==> config.mk <==
export PLATFORM = sky130hd
export DESIGN_NAME = dmh_ctrl
export DESIGN_NICKNAME = d
export VERILOG_FILES = /design/src/inc/dmh_pkg.sv /design/src/rtl/dmh_fifo.sv /design/src/rtl/dmh_ctrl.sv
export VERILOG_INCLUDE_DIRS = /design/src /design/src/inc
export SDC_FILE = /design/constraint.sdc
export NUM_CORES = 1
export LEC_CHECK = 0
export BUFFER_PORTS_ARGS = -buffer_cell sky130_fd_sc_hd__buf_4
export CAP_MARGIN = 15
export CORE_ASPECT_RATIO = 1.75
export CORE_UTILIZATION = 60
export DETAILED_ROUTE_END_ITERATION = 12
export PLACE_DENSITY_LB_ADDON = 0.1
export REMOVE_ABC_BUFFERS = 1
export SYNTH_ARGS = -nofsm -noshare
export SYNTH_HDL_FRONTEND = slang
export SYNTH_SLANG_ARGS = --single-unit
export TNS_END_PERCENT = 100
==> constraint.sdc <==
create_clock -name mclk_i -period 6.9 [get_ports mclk_i]
set_input_delay 1.38 -clock mclk_i [delete_from_list [all_inputs] [get_ports mclk_i]]
set_output_delay 1.38 -clock mclk_i [all_outputs]
set_load 0.01 [all_outputs]
==> src/inc/dmh_params.svh <==
// Offsets, field positions, reset values and timing counts of the DMA channel block
`ifndef DMH_PARAMS_SVH
`define DMH_PARAMS_SVH

// Register group bases and per-channel offsets
`define DMH_CH0_BASE        32'h0050_0000
`define DMH_CH1_BASE        32'h0050_0008
`define DMH_OFF_ABORT       3'h0
`define DMH_OFF_ADDR_HI     3'h0
`define DMH_OFF_ADDR_LO     3'h2
`define DMH_OFF_COUNT       3'h4
`define DMH_OFF_CTRL        3'h6
`define DMH_OFF_STATUS      3'h6

// Control field positions
`define DMH_CTL_IE          0
`define DMH_CTL_WORD        1
`define DMH_CTL_OUT         2
`define DMH_CTL_PRI         3
`define DMH_CTL_W           7

// Status field positions
`define DMH_STS_ARM         0
`define DMH_STS_INT         1

// Reset values and the count left after the last transfer
`define DMH_CTL_RST         7'h00
`define DMH_CNT_RST         16'h0000
`define DMH_ADDR_RST        32'h0000_0000
`define DMH_CNT_DONE        16'hFFFF

// Timing, figures in ns and derived cycle counts
`define DMH_CLK_NS          40
`define DMH_PRI0_WIN_NS     65
`define DMH_PRI1_WIN_NS     1600
`define DMH_CARD_TO_NS      5000
`define DMH_MEM_TO_NS       3000
`define DMH_DN(t)           (((t) / `DMH_CLK_NS) < 1 ? 1 : ((t) / `DMH_CLK_NS))
`define DMH_UP(t)           (((t) + `DMH_CLK_NS - 1) / `DMH_CLK_NS)
`define DMH_PRI0_WIN_CYC    `DMH_DN(`DMH_PRI0_WIN_NS)
`define DMH_PRI1_WIN_CYC    `DMH_DN(`DMH_PRI1_WIN_NS)
`define DMH_CARD_TO_CYC     `DMH_UP(`DMH_CARD_TO_NS)
`define DMH_MEM_TO_CYC      `DMH_UP(`DMH_MEM_TO_NS)

`endif

==> src/inc/dmh_pkg.sv <==
// Types shared by the DMA channel block
package dmh_pkg;

  typedef enum logic [2:0] {
    dmh_st_idle   = 3'h0,
    dmh_st_busreq = 3'h1,
    dmh_st_mem    = 3'h2,
    dmh_st_card   = 3'h3,
    dmh_st_end    = 3'h4,
    dmh_st_hold   = 3'h5
  } dmh_state_t;

  typedef struct packed {
    logic [31:0] addr;
    logic [15:0] cnt;
    logic [6:0]  ctl;
    logic        arm;
    logic        intr;
  } dmh_chan_t;

  typedef struct packed {
    logic        req;
    logic        rnw;
    logic [31:0] addr;
    logic        uds_n;
    logic        lds_n;
    logic [15:0] wdata;
  } dmh_host_req_t;

  typedef struct packed {
    logic        ack;
    logic        err;
    logic [15:0] rdata;
  } dmh_host_rsp_t;

  typedef struct packed {
    logic        req;
    logic [31:0] addr;
    logic        drive_n;
    logic        as_n;
    logic        rnw;
    logic        uds_n;
    logic        lds_n;
    logic        long_n;
    logic [15:0] data;
    logic        data_oe_n;
  } dmh_bus_out_t;

endpackage

==> src/rtl/dmh_fifo.sv <==
// Parameterised FIFO with valid/ready on both sides
`timescale 1ns/10ps
module dmh_fifo #(
  parameter int W     = 16,
  parameter int DEPTH = 8
) (
  // Clock and reset
  input  wire logic         mclk_i,
  input  wire logic         rst_n_i,
  input  wire logic         flush_i,
  // Fill side
  input  wire logic         in_valid_i,
  output logic              in_ready_o,
  input  wire logic [W-1:0] in_data_i,
  // Drain side
  output logic              out_valid_o,
  input  wire logic         out_ready_i,
  output logic [W-1:0]      out_data_o
);
  localparam int AW = $clog2(DEPTH);

  generate
    if (DEPTH < 2 || (1 << AW) != DEPTH)
    begin : g_chk
      $error("dmh_fifo: DEPTH must be a power of two, at least 2");
    end
  endgenerate

  typedef struct packed {
    logic [DEPTH-1:0][W-1:0] mem;
    logic [AW:0]             wp;
    logic [AW:0]             rp;
  } dmh_fifo_st_t;

  dmh_fifo_st_t q;
  dmh_fifo_st_t n;
  logic [AW:0]  fill;

  assign fill        = q.wp - q.rp;
  assign in_ready_o  = fill != (AW+1)'(DEPTH);
  assign out_valid_o = fill != '0;
  assign out_data_o  = q.mem[q.rp[AW-1:0]];

  always_comb
  begin
    n = q;
    if (in_valid_i && in_ready_o)
    begin
      n.mem[q.wp[AW-1:0]] = in_data_i;
      n.wp = q.wp + 1'b1;
    end
    if (out_valid_o && out_ready_i)
      n.rp = q.rp + 1'b1;
    if (flush_i)
    begin
      n.wp = '0;
      n.rp = '0;
    end
  end

  always_ff @(posedge mclk_i or negedge rst_n_i)
  begin
    if (!rst_n_i)
      q <= '0;
    else
      q <= n;
  end
endmodule

==> src/rtl/dmh_ctrl.sv <==
// Two-channel DMA controller: card handshake, bus hold and legacy registers
`timescale 1ns/10ps
`include "dmh_params.svh"
module dmh_ctrl #(
  parameter int FIFO_DEPTH = 8
) (
  // Clock and reset
  input  wire logic                   mclk_i,
  input  wire logic                   rst_n_i,
  // Host register access
  input  wire dmh_pkg::dmh_host_req_t host_req_i,
  output dmh_pkg::dmh_host_rsp_t      host_rsp_o,
  output logic                        irq_o,
  // System bus, controller as master
  input  wire logic                   bus_grant_i,
  input  wire logic                   memory_ack_n_i,
  input  wire logic [15:0]            bus_data_i,
  output dmh_pkg::dmh_bus_out_t       bus_o,
  // I/O card handshake
  input  wire logic [1:0]             xfer_request_n_i,
  output logic [1:0]                  xfer_grant_n_o,
  input  wire logic                   card_data_valid_n_i,
  input  wire logic [15:0]            card_data_i,
  output logic [15:0]                 card_data_o,
  output logic                        card_data_oe_n_o,
  output logic                        fold_n_o,
  output logic                        done_n_o
);
  generate
    if (FIFO_DEPTH < 2)
    begin : g_chk
      $error("dmh_ctrl: FIFO_DEPTH must be at least 2");
    end
  endgenerate

  localparam logic [31:0] BASE     = `DMH_CH0_BASE;
  localparam logic [7:0]  WIN0     = 8'(`DMH_PRI0_WIN_CYC);
  localparam logic [7:0]  WIN1     = 8'(`DMH_PRI1_WIN_CYC);
  localparam logic [7:0]  CARD_TO  = 8'(`DMH_CARD_TO_CYC);
  localparam logic [7:0]  MEM_TO   = 8'(`DMH_MEM_TO_CYC);

  typedef struct packed {
    dmh_pkg::dmh_state_t         st;
    dmh_pkg::dmh_chan_t [1:0]    ch;
    logic                        cur;
    logic                        last;
    logic [7:0]                  tmr;
    logic                        own;
    logic                        data_on;
    dmh_pkg::dmh_bus_out_t       bus;
    logic [1:0]                  grant;
    logic                        fold;
    logic                        done;
    logic [15:0]                 card_dout;
    logic                        card_drive;
    dmh_pkg::dmh_host_rsp_t      rsp;
  } dmh_regs_t;

  dmh_regs_t   q;
  dmh_regs_t   n;
  logic [1:0]  want;
  logic        pick;
  logic        kill;
  logic        f_push;
  logic        f_pop;
  logic        f_flush;
  logic [15:0] f_din;
  logic        f_in_ready;
  logic        f_out_valid;
  logic [15:0] f_dout;
  logic        hch;
  logic [2:0]  off;
  logic        hit;
  logic        bad;

  // Per-channel request qualification and grant pins
  genvar gi;
  generate
    for (gi = 0; gi < 2; gi++)
    begin : g_ch
      assign want[gi]           = q.ch[gi].arm && !xfer_request_n_i[gi];
      assign xfer_grant_n_o[gi] = !q.grant[gi];
    end
  endgenerate

  // Priority channel wins over a non-priority one, otherwise rotate
  always_comb
  begin
    if (want == 2'b01)
      pick = 1'b0;
    else if (want == 2'b10)
      pick = 1'b1;
    else if (q.ch[0].ctl[`DMH_CTL_PRI] != q.ch[1].ctl[`DMH_CTL_PRI])
      pick = q.ch[1].ctl[`DMH_CTL_PRI];
    else
      pick = !q.last;
  end

  // Memory lanes of the current transfer: even byte on the upper lane
  function automatic dmh_regs_t set_lanes(dmh_regs_t s);
    dmh_regs_t r;
    r = s;
    r.bus.uds_n = !(s.ch[s.cur].ctl[`DMH_CTL_WORD] || !s.ch[s.cur].addr[0]);
    r.bus.lds_n = !(s.ch[s.cur].ctl[`DMH_CTL_WORD] || s.ch[s.cur].addr[0]);
    return r;
  endfunction

  function automatic dmh_regs_t begin_cycle(dmh_regs_t s);
    dmh_regs_t r;
    logic      out;
    r   = s;
    out = s.ch[s.cur].ctl[`DMH_CTL_OUT];
    r.own          = 1'b1;
    r.bus.drive_n  = 1'b0;
    r.bus.addr     = s.ch[s.cur].addr;
    r.bus.rnw      = out;
    r.bus.as_n     = 1'b0;
    r.bus.long_n   = 1'b1;
    r.grant[s.cur] = 1'b1;
    r.fold = !s.ch[s.cur].ctl[`DMH_CTL_WORD] && !s.ch[s.cur].addr[0];
    r.done = s.ch[s.cur].cnt == 16'h0000;
    r.data_on = 1'b0;
    r.tmr     = 8'h00;
    r.st      = out ? dmh_pkg::dmh_st_mem : dmh_pkg::dmh_st_card;
    if (out)
      r = set_lanes(r);
    return r;
  endfunction

  // Ends the bus cycle; grant, fold and done fall together
  function automatic dmh_regs_t end_cycle(dmh_regs_t s);
    dmh_regs_t r;
    r = s;
    r.bus.as_n      = 1'b1;
    r.bus.uds_n     = 1'b1;
    r.bus.lds_n     = 1'b1;
    r.bus.data_oe_n = 1'b1;
    r.grant         = 2'b00;
    r.fold          = 1'b0;
    r.done          = 1'b0;
    r.card_drive    = 1'b0;
    r.data_on       = 1'b0;
    return r;
  endfunction

  function automatic dmh_regs_t release_bus(dmh_regs_t s);
    dmh_regs_t r;
    r = end_cycle(s);
    r.bus.req     = 1'b0;
    r.bus.drive_n = 1'b1;
    r.own         = 1'b0;
    r.last        = s.cur;
    r.st          = dmh_pkg::dmh_st_idle;
    return r;
  endfunction

  // Bus error: disarm, flag if IE is set, leave address and count untouched
  function automatic dmh_regs_t bus_error(dmh_regs_t s);
    dmh_regs_t r;
    r = release_bus(s);
    r.ch[s.cur].arm  = 1'b0;
    r.ch[s.cur].intr = s.ch[s.cur].intr || s.ch[s.cur].ctl[`DMH_CTL_IE];
    return r;
  endfunction

  always_comb
  begin
    n       = q;
    n.rsp.ack = 1'b0;
    n.rsp.err = 1'b0;
    kill    = 1'b0;
    f_push  = 1'b0;
    f_pop   = 1'b0;
    f_flush = 1'b0;
    f_din   = 16'h0000;
    hch     = host_req_i.addr[3];
    off     = host_req_i.addr[2:0];
    hit     = host_req_i.addr[31:4] == BASE[31:4];
    // Word access on even address; byte read allowed only at status
    bad = !hit
          || (host_req_i.uds_n && host_req_i.lds_n)
          || (!host_req_i.uds_n && !host_req_i.lds_n && off[0])
          || ((host_req_i.uds_n != host_req_i.lds_n)
              && !(host_req_i.rnw && off[2:1] == 2'(`DMH_OFF_STATUS >> 1)));

    // Host register access
    if (host_req_i.req)
    begin
      n.rsp.ack   = 1'b1;
      n.rsp.err   = bad;
      n.rsp.rdata = 16'h0000;
      if (!bad && host_req_i.rnw)
      begin
        unique case (off[2:1])
          2'b00:
          begin
            if (q.ch[hch].arm)
            begin
              n.ch[hch].arm = 1'b0;
              kill = q.cur == hch && q.st != dmh_pkg::dmh_st_idle;
            end
            else
              n.ch[hch].intr = 1'b0;
          end
          2'b01:
            n.rsp.rdata = 16'h0000;
          2'b10:
            n.rsp.rdata = q.ch[hch].cnt;
          2'b11:
          begin
            n.rsp.rdata[`DMH_STS_ARM]     = q.ch[hch].arm;
            n.rsp.rdata[`DMH_STS_INT]     = q.ch[hch].intr;
            n.rsp.rdata[8+`DMH_STS_ARM]   = q.ch[hch].arm;
            n.rsp.rdata[8+`DMH_STS_INT]   = q.ch[hch].intr;
          end
        endcase
      end
      else if (!bad)
      begin
        unique case (off[2:1])
          2'b00: n.ch[hch].addr[31:16] = host_req_i.wdata;
          2'b01: n.ch[hch].addr[15:0]  = host_req_i.wdata;
          2'b10: n.ch[hch].cnt         = host_req_i.wdata;
          2'b11:
          begin
            n.ch[hch].ctl = host_req_i.wdata[`DMH_CTL_W-1:0];
            n.ch[hch].arm = 1'b1;
          end
        endcase
      end
    end

    // Transfer engine
    unique case (q.st)
      dmh_pkg::dmh_st_idle:
      begin
        if (|want)
        begin
          n.cur     = pick;
          n.bus.req = 1'b1;
          n.st      = dmh_pkg::dmh_st_busreq;
        end
      end
      dmh_pkg::dmh_st_busreq:
      begin
        if (!n.ch[q.cur].arm)
          n = release_bus(n);
        else if (bus_grant_i)
          n = begin_cycle(n);
      end
      dmh_pkg::dmh_st_card:
      begin
        n.tmr = q.tmr + 8'h01;
        if (!q.ch[q.cur].ctl[`DMH_CTL_OUT])
        begin
          if (!card_data_valid_n_i && f_in_ready)
          begin
            f_push = 1'b1;
            f_din  = card_data_i;
            n.tmr  = 8'h00;
            n.st   = dmh_pkg::dmh_st_mem;
          end
          else if (q.tmr >= CARD_TO - 8'h01)
            n = bus_error(n);
        end
        else
        begin
          if (!q.data_on && f_out_valid)
          begin
            f_pop        = 1'b1;
            n.data_on    = 1'b1;
            n.card_drive = 1'b1;
            n.card_dout  = q.ch[q.cur].ctl[`DMH_CTL_WORD] ? f_dout
                         : {8'h00, q.ch[q.cur].addr[0] ? f_dout[7:0] : f_dout[15:8]};
          end
          if (q.data_on && !card_data_valid_n_i)
            n.st = dmh_pkg::dmh_st_end;
          else if (q.tmr >= CARD_TO - 8'h01)
            n = bus_error(n);
        end
      end
      dmh_pkg::dmh_st_mem:
      begin
        n.tmr = q.tmr + 8'h01;
        if (!q.ch[q.cur].ctl[`DMH_CTL_OUT])
        begin
          if (!q.data_on && f_out_valid)
          begin
            f_pop           = 1'b1;
            n.data_on       = 1'b1;
            n.bus.data_oe_n = 1'b0;
            n.bus.data      = q.fold ? {f_dout[7:0], f_dout[7:0]} : f_dout;
            n               = set_lanes(n);
          end
          if (q.data_on && !memory_ack_n_i)
            n.st = dmh_pkg::dmh_st_end;
          else if (q.tmr >= MEM_TO - 8'h01)
            n = bus_error(n);
        end
        else
        begin
          if (!memory_ack_n_i && f_in_ready)
          begin
            f_push      = 1'b1;
            f_din       = bus_data_i;
            n.bus.uds_n = 1'b1;
            n.bus.lds_n = 1'b1;
            n.tmr       = 8'h00;
            n.st        = dmh_pkg::dmh_st_card;
          end
          else if (q.tmr >= MEM_TO - 8'h01)
            n = bus_error(n);
        end
      end
      dmh_pkg::dmh_st_end:
      begin
        n = end_cycle(n);
        n.ch[q.cur].addr = q.ch[q.cur].addr
                         + (q.ch[q.cur].ctl[`DMH_CTL_WORD] ? 32'h0000_0002 : 32'h0000_0001);
        n.ch[q.cur].cnt  = q.ch[q.cur].cnt - 16'h0001;
        n.tmr            = 8'h00;
        if (q.ch[q.cur].cnt == 16'h0000)
        begin
          n = release_bus(n);
          n.ch[q.cur].arm  = 1'b0;
          n.ch[q.cur].intr = q.ch[q.cur].intr || q.ch[q.cur].ctl[`DMH_CTL_IE];
        end
        else
          n.st = dmh_pkg::dmh_st_hold;
      end
      dmh_pkg::dmh_st_hold:
      begin
        n.tmr = q.tmr + 8'h01;
        if (n.ch[q.cur].arm && !xfer_request_n_i[q.cur])
          n = begin_cycle(n);
        else if (!n.ch[q.cur].arm
                 || q.tmr >= (q.ch[q.cur].ctl[`DMH_CTL_PRI] ? WIN1 : WIN0) - 8'h01)
          n = release_bus(n);
      end
      default:
        n = release_bus(n);
    endcase

    // Abort from the host overrides the engine
    if (kill)
    begin
      n       = release_bus(n);
      n.ch[q.cur].arm = 1'b0;
      f_push  = 1'b0;
      f_pop   = 1'b0;
      f_flush = 1'b1;
    end
    if (n.st == dmh_pkg::dmh_st_idle && q.st != dmh_pkg::dmh_st_idle)
      f_flush = 1'b1;
  end

  always_ff @(posedge mclk_i or negedge rst_n_i)
  begin
    if (!rst_n_i)
    begin
      q               <= '0;
      q.st            <= dmh_pkg::dmh_st_idle;
      q.bus.drive_n   <= 1'b1;
      q.bus.as_n      <= 1'b1;
      q.bus.rnw       <= 1'b1;
      q.bus.uds_n     <= 1'b1;
      q.bus.lds_n     <= 1'b1;
      q.bus.long_n    <= 1'b1;
      q.bus.data_oe_n <= 1'b1;
      for (int i = 0; i < 2; i++)
      begin
        q.ch[i].addr <= `DMH_ADDR_RST;
        q.ch[i].cnt  <= `DMH_CNT_RST;
        q.ch[i].ctl  <= `DMH_CTL_RST;
      end
    end
    else
      q <= n;
  end

  dmh_fifo #(
    .W     (16),
    .DEPTH (FIFO_DEPTH)
  ) u_fifo (
    .mclk_i      (mclk_i),
    .rst_n_i     (rst_n_i),
    .flush_i     (f_flush),
    .in_valid_i  (f_push),
    .in_ready_o  (f_in_ready),
    .in_data_i   (f_din),
    .out_valid_o (f_out_valid),
    .out_ready_i (f_pop),
    .out_data_o  (f_dout)
  );

  // Interrupt shows only once the bus is given back
  assign irq_o            = (q.ch[0].intr || q.ch[1].intr) && !q.own;
  assign host_rsp_o       = q.rsp;
  assign bus_o            = q.bus;
  assign card_data_o      = q.card_dout;
  assign card_data_oe_n_o = !q.card_drive;
  assign fold_n_o         = !(q.fold && |q.grant);
  assign done_n_o         = !(q.done && |q.grant);
endmodule

==> results of run 1 <==
-- Yosys cell counts (11+ instances only) --
cell | number | share of area [%]
dfrtp_1 | 347 | 43
nand2_1 | 311 | 5.8
o21ai_0 | 181 | 4.5
nor2_1 | 175 | 3.3
a21oi_1 | 150 | 3.7
mux2i_1 | 133 | 6.6
clkbuf_1 | 122 | 2.3
buf_4 | 91 | 3.4
inv_1 | 48 | 0.89
nand3_1 | 44 | 1.1
nor3_1 | 34 | 0.85
a31oi_1 | 32 | 0.99
mux2_2 | 32 | 1.8
mux4_2 | 32 | 3.6
o31ai_1 | 32 | 1.2
nand2b_1 | 28 | 0.87
xnor2_1 | 28 | 1.2
nor2b_1 | 22 | 0.68
nor4_1 | 22 | 0.68
a22oi_1 | 20 | 0.75
o221ai_1 | 20 | 0.87
buf_1 | 19 | 0.35
xor2_1 | 18 | 0.78
and3_1 | 17 | 0.53
o22ai_1 | 17 | 0.53
ha_1 | 16 | 0.99
o211ai_1 | 15 | 0.56
a211oi_1 | 13 | 0.48
a22o_1 | 13 | 0.57
and2_1 | 13 | 0.40
nand4_1 | 12 | 0.37
o21a_1 | 12 | 0.45
buf_2 | 11 | 0.27
-- worst max path at each step --
stage | slack [ns] | end | cells after the start
5_1_grt | 1.41 | q[214] | 13
3_5_place_dp | 1.60 | q[105] | 12
3_3_place_gp | 1.65 | q[105] | 12
2_1_floorplan | -0.76 | q[105] | 13
4_1_cts | 1.84 | q[214] | 13
6_report | 1.77 | q[214] | 13
-- layer usage --
metal | vias to the layer above | track usage, % | routed length [um]
met2 | 678 | 60.44 | 29240
met1 | 8215 | 38.16 | 20810
met4 | 0 | 22.95 | 3872
li1 | 7746 | - | -
met5 | - | 0 | 0
met3 | 208 | 5.032 | 3425
-- cell usage in the layout (no fill, tap or decap), types with 22 or more instances in the layout --
master       n
a21oi_1    150
a31oi_1     32
buf_4      215
clkbuf_16   36
dfrtp_1    345
inv_1       48
mux2_2      32
mux2i_1    133
mux4_2      32
nand2_1    311
nand2b_1    28
nand3_1     42
nor2_1     173
nor2b_1     22
nor3_1      32
o21ai_0    181
o31ai_1     32
xnor2_1     28
-- worst max-delay path: cells and delay by family, from the launching register on --
kind | cells | cell delay, ns
mux | 1 | 0.11
compound gates | 1 | 0.11
fa+ha+maj | 1 | 0.45
buf+inv | 2 | 0.60
xor+xnor | 1 | 0.21
flops | 1 | 0.79
simple gates | 7 | 2.65
-- metrics by stage --
stage               total power (W)  setup TNS [ns]  setup WS (ns)  hold WS (ns)  util, %
finish                     0.006232               0          1.767        0.4674    67.39
global route               0.006525               0          1.412        0.4854    67.39
CTS                        0.006239               0          1.838        0.4648    67.37
detailed placement         0.004250               0          1.595        0.4495    63.75
global placement           0.004205               0          1.648        0.4488    63.75
floorplan                  0.003551          -24.13        -0.7605        0.4436        -
-- state kept, by name (all words and copies together) (netlist names) --
signal,cells
u_fifo.q,136
q,128
bus_o,56
host_rsp_o,18
card_data_o,16
-- layout make-up --
type                       count  area, um2  area share [%]
inverter                      51      191.4          0.8600
clock buffer                  51       1037           4.660
multi-input combinational   1551       9838           44.20
clock inverter                14      158.9          0.7139
tap                          405      506.7           2.277
sequential                   354       8872           39.86
timing repair buffer         218       1654           7.431
-- power by group through the flow --
stage                     clock network [W]  logic [W]  registers [W]
after floorplan                           0   0.000951        0.00260
after global placement                    0    0.00161        0.00259
after detailed placement                  0    0.00164        0.00261
after CTS                           0.00202    0.00165        0.00257
after global routing                0.00210    0.00182        0.00261
final                               0.00200    0.00166        0.00258
-- cells by family after synthesis --
family / after synthesis / share of synthesized area (%)
fa+ha+maj: 18 / 1.144
compound gates: 568 / 17.27
flops: 354 / 44.05
simple gates: 722 / 16.31
mux: 197 / 11.98
xor+xnor: 46 / 2.001
buf+inv: 294 / 7.247
==> reports/results.txt, run 1 <==
Syn Area/Cell - 9.155 um2
Sequential Power Share - 41.4%
crit path DAT - 5.52 ns
drt drc - 0
Pre-antenna DRT Iters - 7
top_reg_cell synth - dfrtp_1
leak pwr - 9.594 nW
post-CTS setup buffers - 0
crit share post-route - 74.39%
PortBufs - 186
count of final hold-check violations - 0
GP Congestion - 0.9347
worst min path class - flip-flop to flip-flop
final non-filler cell total - 2644
Die ar. - 34320 um2
Initial Util - 60.95%
critical path required time - 7.28 ns
H-Tree Depth - 2
PostCTS Resize Cnt - 0
maximum buffer depth of the clock tree - 3
switch share - 33.80%
minimum clock period - 5.133 ns
RSZ-0062 raised after global routing - no
FP Rows - 88
status - completed
Inserted Clock Buffers - 36
YS warnings - 0
worst reg2reg endpoint - q[214]
EDFF count, synth - 0
Worst Path Max Fanout - 41
Hold Crit Depth - 2
asr flop ratio synth - 100.0%
wire per inst - 21.69 um
CP Cell Sequence - clkinv_1, nand2_1, and2_1, clkinv_1, ha_1, a21oi_1, nor3_1, nor4b_1, and2_1, nand3_1, or3_1, xnor2_1, mux2i_1
vias per cell - 6.372
flop-to-flop setup slack - 1.77 ns
slew of the pin with the lowest slew margin - 1.129 ns
Gate Count Post-Synth - 2199
# clock sinks - 354
final WL - 57350 um
VDD IR max - 0.2429 mV
clock latency at the later pin of the worst-skew pair - 0.56 ns
die height - 244.3 um
drt first-iter violations - 1165
#FFs+latches synth - 354
total global routing track utilization - 34.24%
final setup violating endpoints - 0
Pint - 0.004125 W
worst reg-to-reg path cell count - 13
share of cells above drive strength 1 - 16.70%
Cell Area, Synth - 20130 um2
Clock Skew - 0.02243 ns
Vias - 16.85k
Inserted Diodes - 0
nets - 2320
Placed Instances - 2578
CP max stage cell - nor4b_1
cts hold-fix bufs - 0
Max-Cap Viols - 0
Final Max Slew Viols - 0
design area - 22260 um2
Post-DRT Antenna Nets - 0
Fillers - 2689
NetSw - 0.002107 W
FF-to-FF Start - q[106]
total placed instance area - 21060 um2
Clock transition at path regs - 0.06 ns
Worst path max stage delay - 0.93 ns
Area Overhead vs Synth - 10.57%
sequential-to-total area share from yosys stat - 44.05%
Logic pwr share - 26.6%
WHS Endpoint - bus_o[22]
core area - 33030 um2
# IOs - 187
CTS tree - done
pwr/cell area - 280.0 nW/um2
post-DP HPWL - 39650 um
hold path startpoint - bus_o[22]
die width - 140.5 um
largest net degree at the start of global routing - 172
Critical Path End Type - flip-flop
clock share of power - 32.0%
CTS root buf - clkbuf_16
startpoint types - flip-flop
vias in the first global route - 16.95k
initial antenna violation count - 0
highest clock rate - 0.1948 GHz
post-synthesis cell type count - 74
Worst setup startpoint - q[106]
CP Class - flip-flop to flip-flop
relative slew slack - 24.56%
GRT overflow - 0
global-route wire length before repair - 90820 um
Power figures use the tool's default switching activity.
==> run 2, diff against run 1 <==
ABC_AREA = 1   (was default)
CORE_UTILIZATION = 55   (was 60)
clock period = 4.49 ns   (was 6.9 ns; I/O delays follow)
==> run 2 against run 1 <==
Net effect:
- first-iteration DRC count shrank 0.69%
- synthesized area grew 5.4%
- cell count grew 28%
- count of clock-buffer cells in the layout grew 3
- register-to-register slack lost 1.1 ns
- sequential power grew 79%
- largest cell class unchanged
==> reports/results.txt, run 2 <==
status - completed
#FFs+latches synth - 354
synth top area cells - dfrtp_1 41%, nand2_1 13%, o21ai_0 9.0%, inv_1 4.8%, nor2_1 3.8%
M3 GR Usage - 4.236%
die width - 150.5 um
cts hold-fix bufs - 0
Post-DRT Antenna Nets - 0
critical path required time - 4.89 ns
worst reg2reg endpoint - q[156]
YS warnings - 0
most common cell after layout, fill and taps aside - nand2_1
share of cells above drive strength 1 - 13.93%
drt drc - 0
CP max stage cell - dfrtp_4
RSZ-0062 raised after global routing - no
FP Rows - 94
post-DP HPWL - 49340 um
Area Overhead vs Synth - 10.69%
GRT overflow - 0
PostCTS Resize Cnt - 0
Inserted Diodes - 0
worst min path class - primary input to async pin
die height - 261.8 um
Vias - 19.50k
drt first-iter violations - 1157
vias in the first global route - 19.29k
Inserted Clock Buffers - 36
crit path DAT - 4.19 ns
Core Util, Final - 62.21%
post-CTS setup buffers - 0
# clock sinks - 354
relative slew slack - 35.56%
core area - 37750 um2
GP Congestion - 0.9865
total placed instance area - 22260 um2
CTS tree - done
maximum buffer depth of the clock tree - 3
Cell Area, Synth - 21220 um2
Max-Cap Viols - 0
Synth top area share - 40.92%
top cells by count, synth - 751 x nand2_1, 381 x o21ai_0, 347 x dfrtp_1
vias per cell - 5.780
Gate Count Post-Synth - 2826
Reg with most FFs - u_fifo.q
CP bufs+invs - 1
top-count cell post-synth - nand2_1
Critical Path End Type - flip-flop
leak pwr - 11.33 nW
asr flop ratio synth - 100.0%
Pre-antenna DRT Iters - 6
crit share post-route - 84.38%
H-Tree Depth - 2
Initial Util - 56.20%
Top cell by count, worst path - nand2_2
top_reg_cell synth - dfrtp_1
wire per inst - 20.00 um
nets - 2973
final WL - 67450 um
total global routing track utilization - 34.70%
Final Max Slew Viols - 0
count of final hold-check violations - 0
worst reg-to-reg path cell count - 18
sequential-to-total area share from yosys stat - 41.79%
met1 Resource Use GR - 35.50%
largest net degree at the start of global routing - 110
Syn Area/Cell - 7.508 um2
slew of the pin with the lowest slew margin - 0.9621 ns
GRT Max-Usage Layer - met2
max reg flops - 136
final setup violating endpoints - 0
Worst Hold Slack - 0.4208 ns
post-synthesis cell type count - 69
pwr/cell area - 597.4 nW/um2
CTS root buf - clkbuf_16
Die ar. - 39400 um2
Worst path max stage delay - 0.63 ns
Global Route met2 Usage - 61.94%
design area - 23490 um2
initial antenna violation count - 0
Tot Pwr - 0.01403 W
minimum clock period - 3.789 ns
Crit path max-delay family - simple AND/OR/NAND/NOR gates
FF-to-FF Start - q[106]
leading cell types in the layout, fill and taps excluded - 751 x nand2_1, 381 x o21ai_0, 345 x dfrtp_1, 272 x inv_1, 216 x buf_4
startpoint types - flip-flop
CP Class - flip-flop to flip-flop
VDD IR max - 0.4507 mV
Clock transition at path regs - 0.06 ns
EDFF count, synth - 0
total negative setup slack - 0 ns
global-route wire length before repair - 103700 um
CP Cell Sequence - inv_2, or2_2, o21ai_1, ha_1, fa_1, nand2_2, nor2_2, nand2_2, nor2_4, nand2_2, nor2_4, nand4_4, nor3_4, nand3_2, nor2_1, nand2_1, nand3_1, o21ai_1
# IOs - 187
PortBufs - 186
Clock Skew - 0.02138 ns
flop-to-flop setup slack - 0.70 ns
highest clock rate - 0.2640 GHz
Synth area leader - dfrtp_1
Fillers - 3419
clock latency at the later pin of the worst-skew pair - 0.55 ns
Worst Path Max Fanout - 26
[run 2: changes by cell type after synthesis, sizes merged, moves of 62 or more]
| cell | before | now |
|---|---|---|
| a21oi | 150 | 88 |
| nand2 | 311 | 768 |
| nor2 | 175 | 239 |
| inv | 49 | 288 |
| mux2i | 133 | 20 |
| o21ai | 191 | 470 |
[run 2: cells by family (layout without fill, tap and decap cells)]
group           count (synthesis)  count (layout)  synth area share [%]
mux                            20              20                0.9435
compound gates                685             685                 18.20
flops                         354             354                 41.79
fa+ha+maj                      17              17                 1.038
simple gates                 1198            1198                 25.05
xor+xnor                       40              40                 1.651
buf+inv                       512             579                 11.33
[run 2: worst reg2reg max path, stage by stage, from the launching register on]
cell     delay (ns)
dfrtp_4        0.63
inv_2          0.08
or2_2          0.28
o21ai_1        0.30
ha_1           0.32
fa_1           0.26
nand2_2        0.09
nor2_2         0.18
nand2_2        0.12
nor2_4         0.19
nand2_2        0.13
nor2_4         0.17
nand4_4        0.13
nor3_4         0.27
nand3_2        0.14
nor2_1         0.14
nand2_1        0.08
nand3_1        0.08
o21ai_1        0.08
[run 2: worst max path at each step]
| stage | from | end | cells after the start |
|---|---|---|---|
| floorplan | q[106] | q[164] | 6 |
| global placement | host_req_i[16] | bus_o[0] | 18 |
| detailed placement | host_req_i[16] | bus_o[0] | 18 |
| CTS | q[106] | q[156] | 18 |
| global route | q[106] | q[156] | 18 |
| finish | q[106] | q[156] | 18 |
[run 2: metrics by stage]
step / setup slack, ns / cells
final: 0.7014 / 3373
after global routing: 0.5182 / 3373
after CTS: 0.7579 / 3373
after detailed placement: 0.5170 / 3307
after global placement: 0.5691 / 3307
after floorplan: -1.796 / 2606
[run 2: final cells by class]
| class | count | area, um2 | area share (%) |
|---|---|---|---|
| Clock inverter | 12 | 135.1 | 0.5754 |
| Clock buffer | 54 | 1090 | 4.640 |
| Tap cell | 480 | 600.6 | 2.557 |
| Sequential cell | 354 | 8872 | 37.78 |
| Inverter | 292 | 1099 | 4.678 |
| Timing Repair Buffer | 221 | 1717 | 7.310 |
| Multi-Input combinational cell | 1960 | 9972 | 42.46 |
[run 2: routing by layer]
metal / vias up / routed length [um]
met5: - / 0
met4: 0 / 6332
met3: 248 / 3421
met2: 686 / 34390
met1: 9324 / 23310
li1: 9239 / -
[run 2: where the power goes]
group / switching (W) / internal, W / total, W
Clock: 0.00132 / 0.00181 / 0.00313
Combinational: 0.00426 / 0.00203 / 0.00629
Sequential: 0.000537 / 0.00407 / 0.00461
==> run 3, diff against run 2 <==
CORE_UTILIZATION = 60   (was 55)
clock period = 3.9 ns   (was 4.49 ns; I/O delays follow)
==> run 3 against run 2 <==
Net effect:
- critical path depth down 2
- sequential power up 15%
- cell count about the same
- die area down 8.2%
- register-to-register slack worse by 0.37 ns
- critical path type unchanged
- critical endpoint is now u_fifo.q[96]
- largest cell class unchanged
==> reports/results.txt, run 3 (synthesis gave the netlist of run 2 again) <==
VDD IR max - 0.5095 mV
wire per inst - 20.26 um
final worst slack - 0.3312 ns
CTS tree - done
most common cell after layout, fill and taps aside - nand2_1
post-CTS setup buffers - 0
CP bufs+invs - 3
# clock sinks - 354
global-route wire length before repair - 104100 um
Pre-antenna DRT Iters - 5
CTS root buf - clkbuf_16
vias per cell - 5.902
Critical Path End Type - flip-flop
max reg flops - 136
share of cells above drive strength 1 - 14.29%
GRT overflow - 0
Fillers - 3021
status - completed
Worst Path Max Fanout - 17
crit path DAT - 3.98 ns
vias in the first global route - 19.64k
Final Max Slew Viols - 0
final WL - 68330 um
Inserted Diodes - 0
# IOs - 187
leak pwr - 11.42 nW
nets - 2994
Max-Cap Viols - 0
die width - 144.2 um
Vias - 19.90k
post-DP HPWL - 50100 um
PortBufs - 186
minimum clock period - 3.569 ns
drt first-iter violations - 1336
H-Tree Depth - 2
die height - 250.8 um
leading cell types in the layout, fill and taps excluded - 751 x nand2_1, 381 x o21ai_0, 345 x dfrtp_1, 272 x inv_1, 232 x buf_4
initial antenna violation count - 0
total placed instance area - 22460 um2
Clock Skew - 0.02350 ns
worst min path class - primary input to async pin
largest net degree at the start of global routing - 110
design area - 23600 um2
Die ar. - 36150 um2
critical path required time - 4.31 ns
Reg with most FFs - u_fifo.q
Initial Util - 61.18%
final setup violating endpoints - 0
pwr/cell area - 685.0 nW/um2
startpoint types - flip-flop
clock latency at the later pin of the worst-skew pair - 0.55 ns
drt drc - 0
cts hold-fix bufs - 0
Top cell by count, worst path - nand2_1
count of final hold-check violations - 0
highest clock rate - 0.2802 GHz
CP Cell Sequence - inv_1, ha_1, inv_1, nand2_1, nand2_1, nand2_1, nand2_1, nand2_1, nand2_1, nand2_1, nand4_1, nand2_2, nand2_4, nor4_4, buf_4, o21ai_0
setup slack at placement - 0.3003 ns
crit share post-route - 91.51%
core area - 34680 um2
Worst path max stage delay - 0.81 ns
Post-DRT Antenna Nets - 0
Area Overhead vs Synth - 11.22%
PostCTS Resize Cnt - 0
FP Rows - 90
Crit path max-delay family - simple AND/OR/NAND/NOR gates
CP max stage cell - nor4_4
relative slew slack - 29.21%
slew of the pin with the lowest slew margin - 1.054 ns
CP Class - flip-flop to flip-flop
Clock transition at path regs - 0.06 ns
Inserted Clock Buffers - 36
maximum buffer depth of the clock tree - 3
total global routing track utilization - 38.24%
RSZ-0062 raised after global routing - no
GP Congestion - 1.052
## run 3: cell count changes in the layout (fill, tap and decap cells not counted), moves of 2 or more
cell	previous run	this run
buf_12	4	9
clkinv_2	5	1
clkbuf_1	7	13
bufinv_16	2	0
buf_4	216	232
## run 3: cell type report
class / instances / area, um2 / share of cell area (%)
Multi-Input combinational cell: 1960 / 9972 / 42.26
Sequential cell: 354 / 8872 / 37.60
Clock buffer: 60 / 1112 / 4.713
Tap cell: 460 / 575.6 / 2.439
Clock inverter: 4 / 31.28 / 0.1325
Timing Repair Buffer: 242 / 1937 / 8.207
Inverter: 292 / 1099 / 4.655
## run 3: metrics by stage
stage / std cells / TNS, ns / total power [W] / util, % / hold WS, ns
6_report: 3372 / 0 / 0.01617 / 68.04 / 0.3023
5_1_grt: 3372 / 0 / 0.01716 / 68.04 / 0.3734
4_1_cts: 3372 / 0 / 0.01611 / 68.04 / 0.3441
3_5_place_dp: 3308 / 0 / 0.01264 / 64.74 / 0.4566
3_3_place_gp: 3308 / 0 / 0.01249 / 64.74 / 0.4532
2_1_floorplan: 2606 / -319.40 / 0.009889 / - / 0.4428
## run 3: path summary, 6_finish.rpt
path | start | endpoint | slack, ns | depth (start not counted)
min reg2reg | bus_o[21] | bus_o[21] | 0.46 | 2
max in group asynchronous | rst_n_i | q[101] | 2.61 | 2
min | rst_n_i | u_fifo.q[23] | 0.30 | 1
max reg2reg | u_fifo.q[4] | u_fifo.q[96] | 0.33 | 16
max | u_fifo.q[4] | u_fifo.q[96] | 0.33 | 16
min in group mclk_i | bus_o[21] | bus_o[21] | 0.46 | 2
## run 3: power by group
part / switching (W) / total, W / internal (W)
combinational: 0.00497 / 0.00742 / 0.00245
clock: 0.00150 / 0.00345 / 0.00195
sequential: 0.000612 / 0.00530 / 0.00468
total: 0.00708 / 0.0162 / 0.00908
## run 3: per-layer routing
metal  track usage [%]  up-vias  share of wire, %
met5                 0        -                 0
met4             32.30        0               9.4
met3             4.933      266               6.1
met2             66.27      867                50
met1             40.57     9479                34
li1                  -     9290                 -
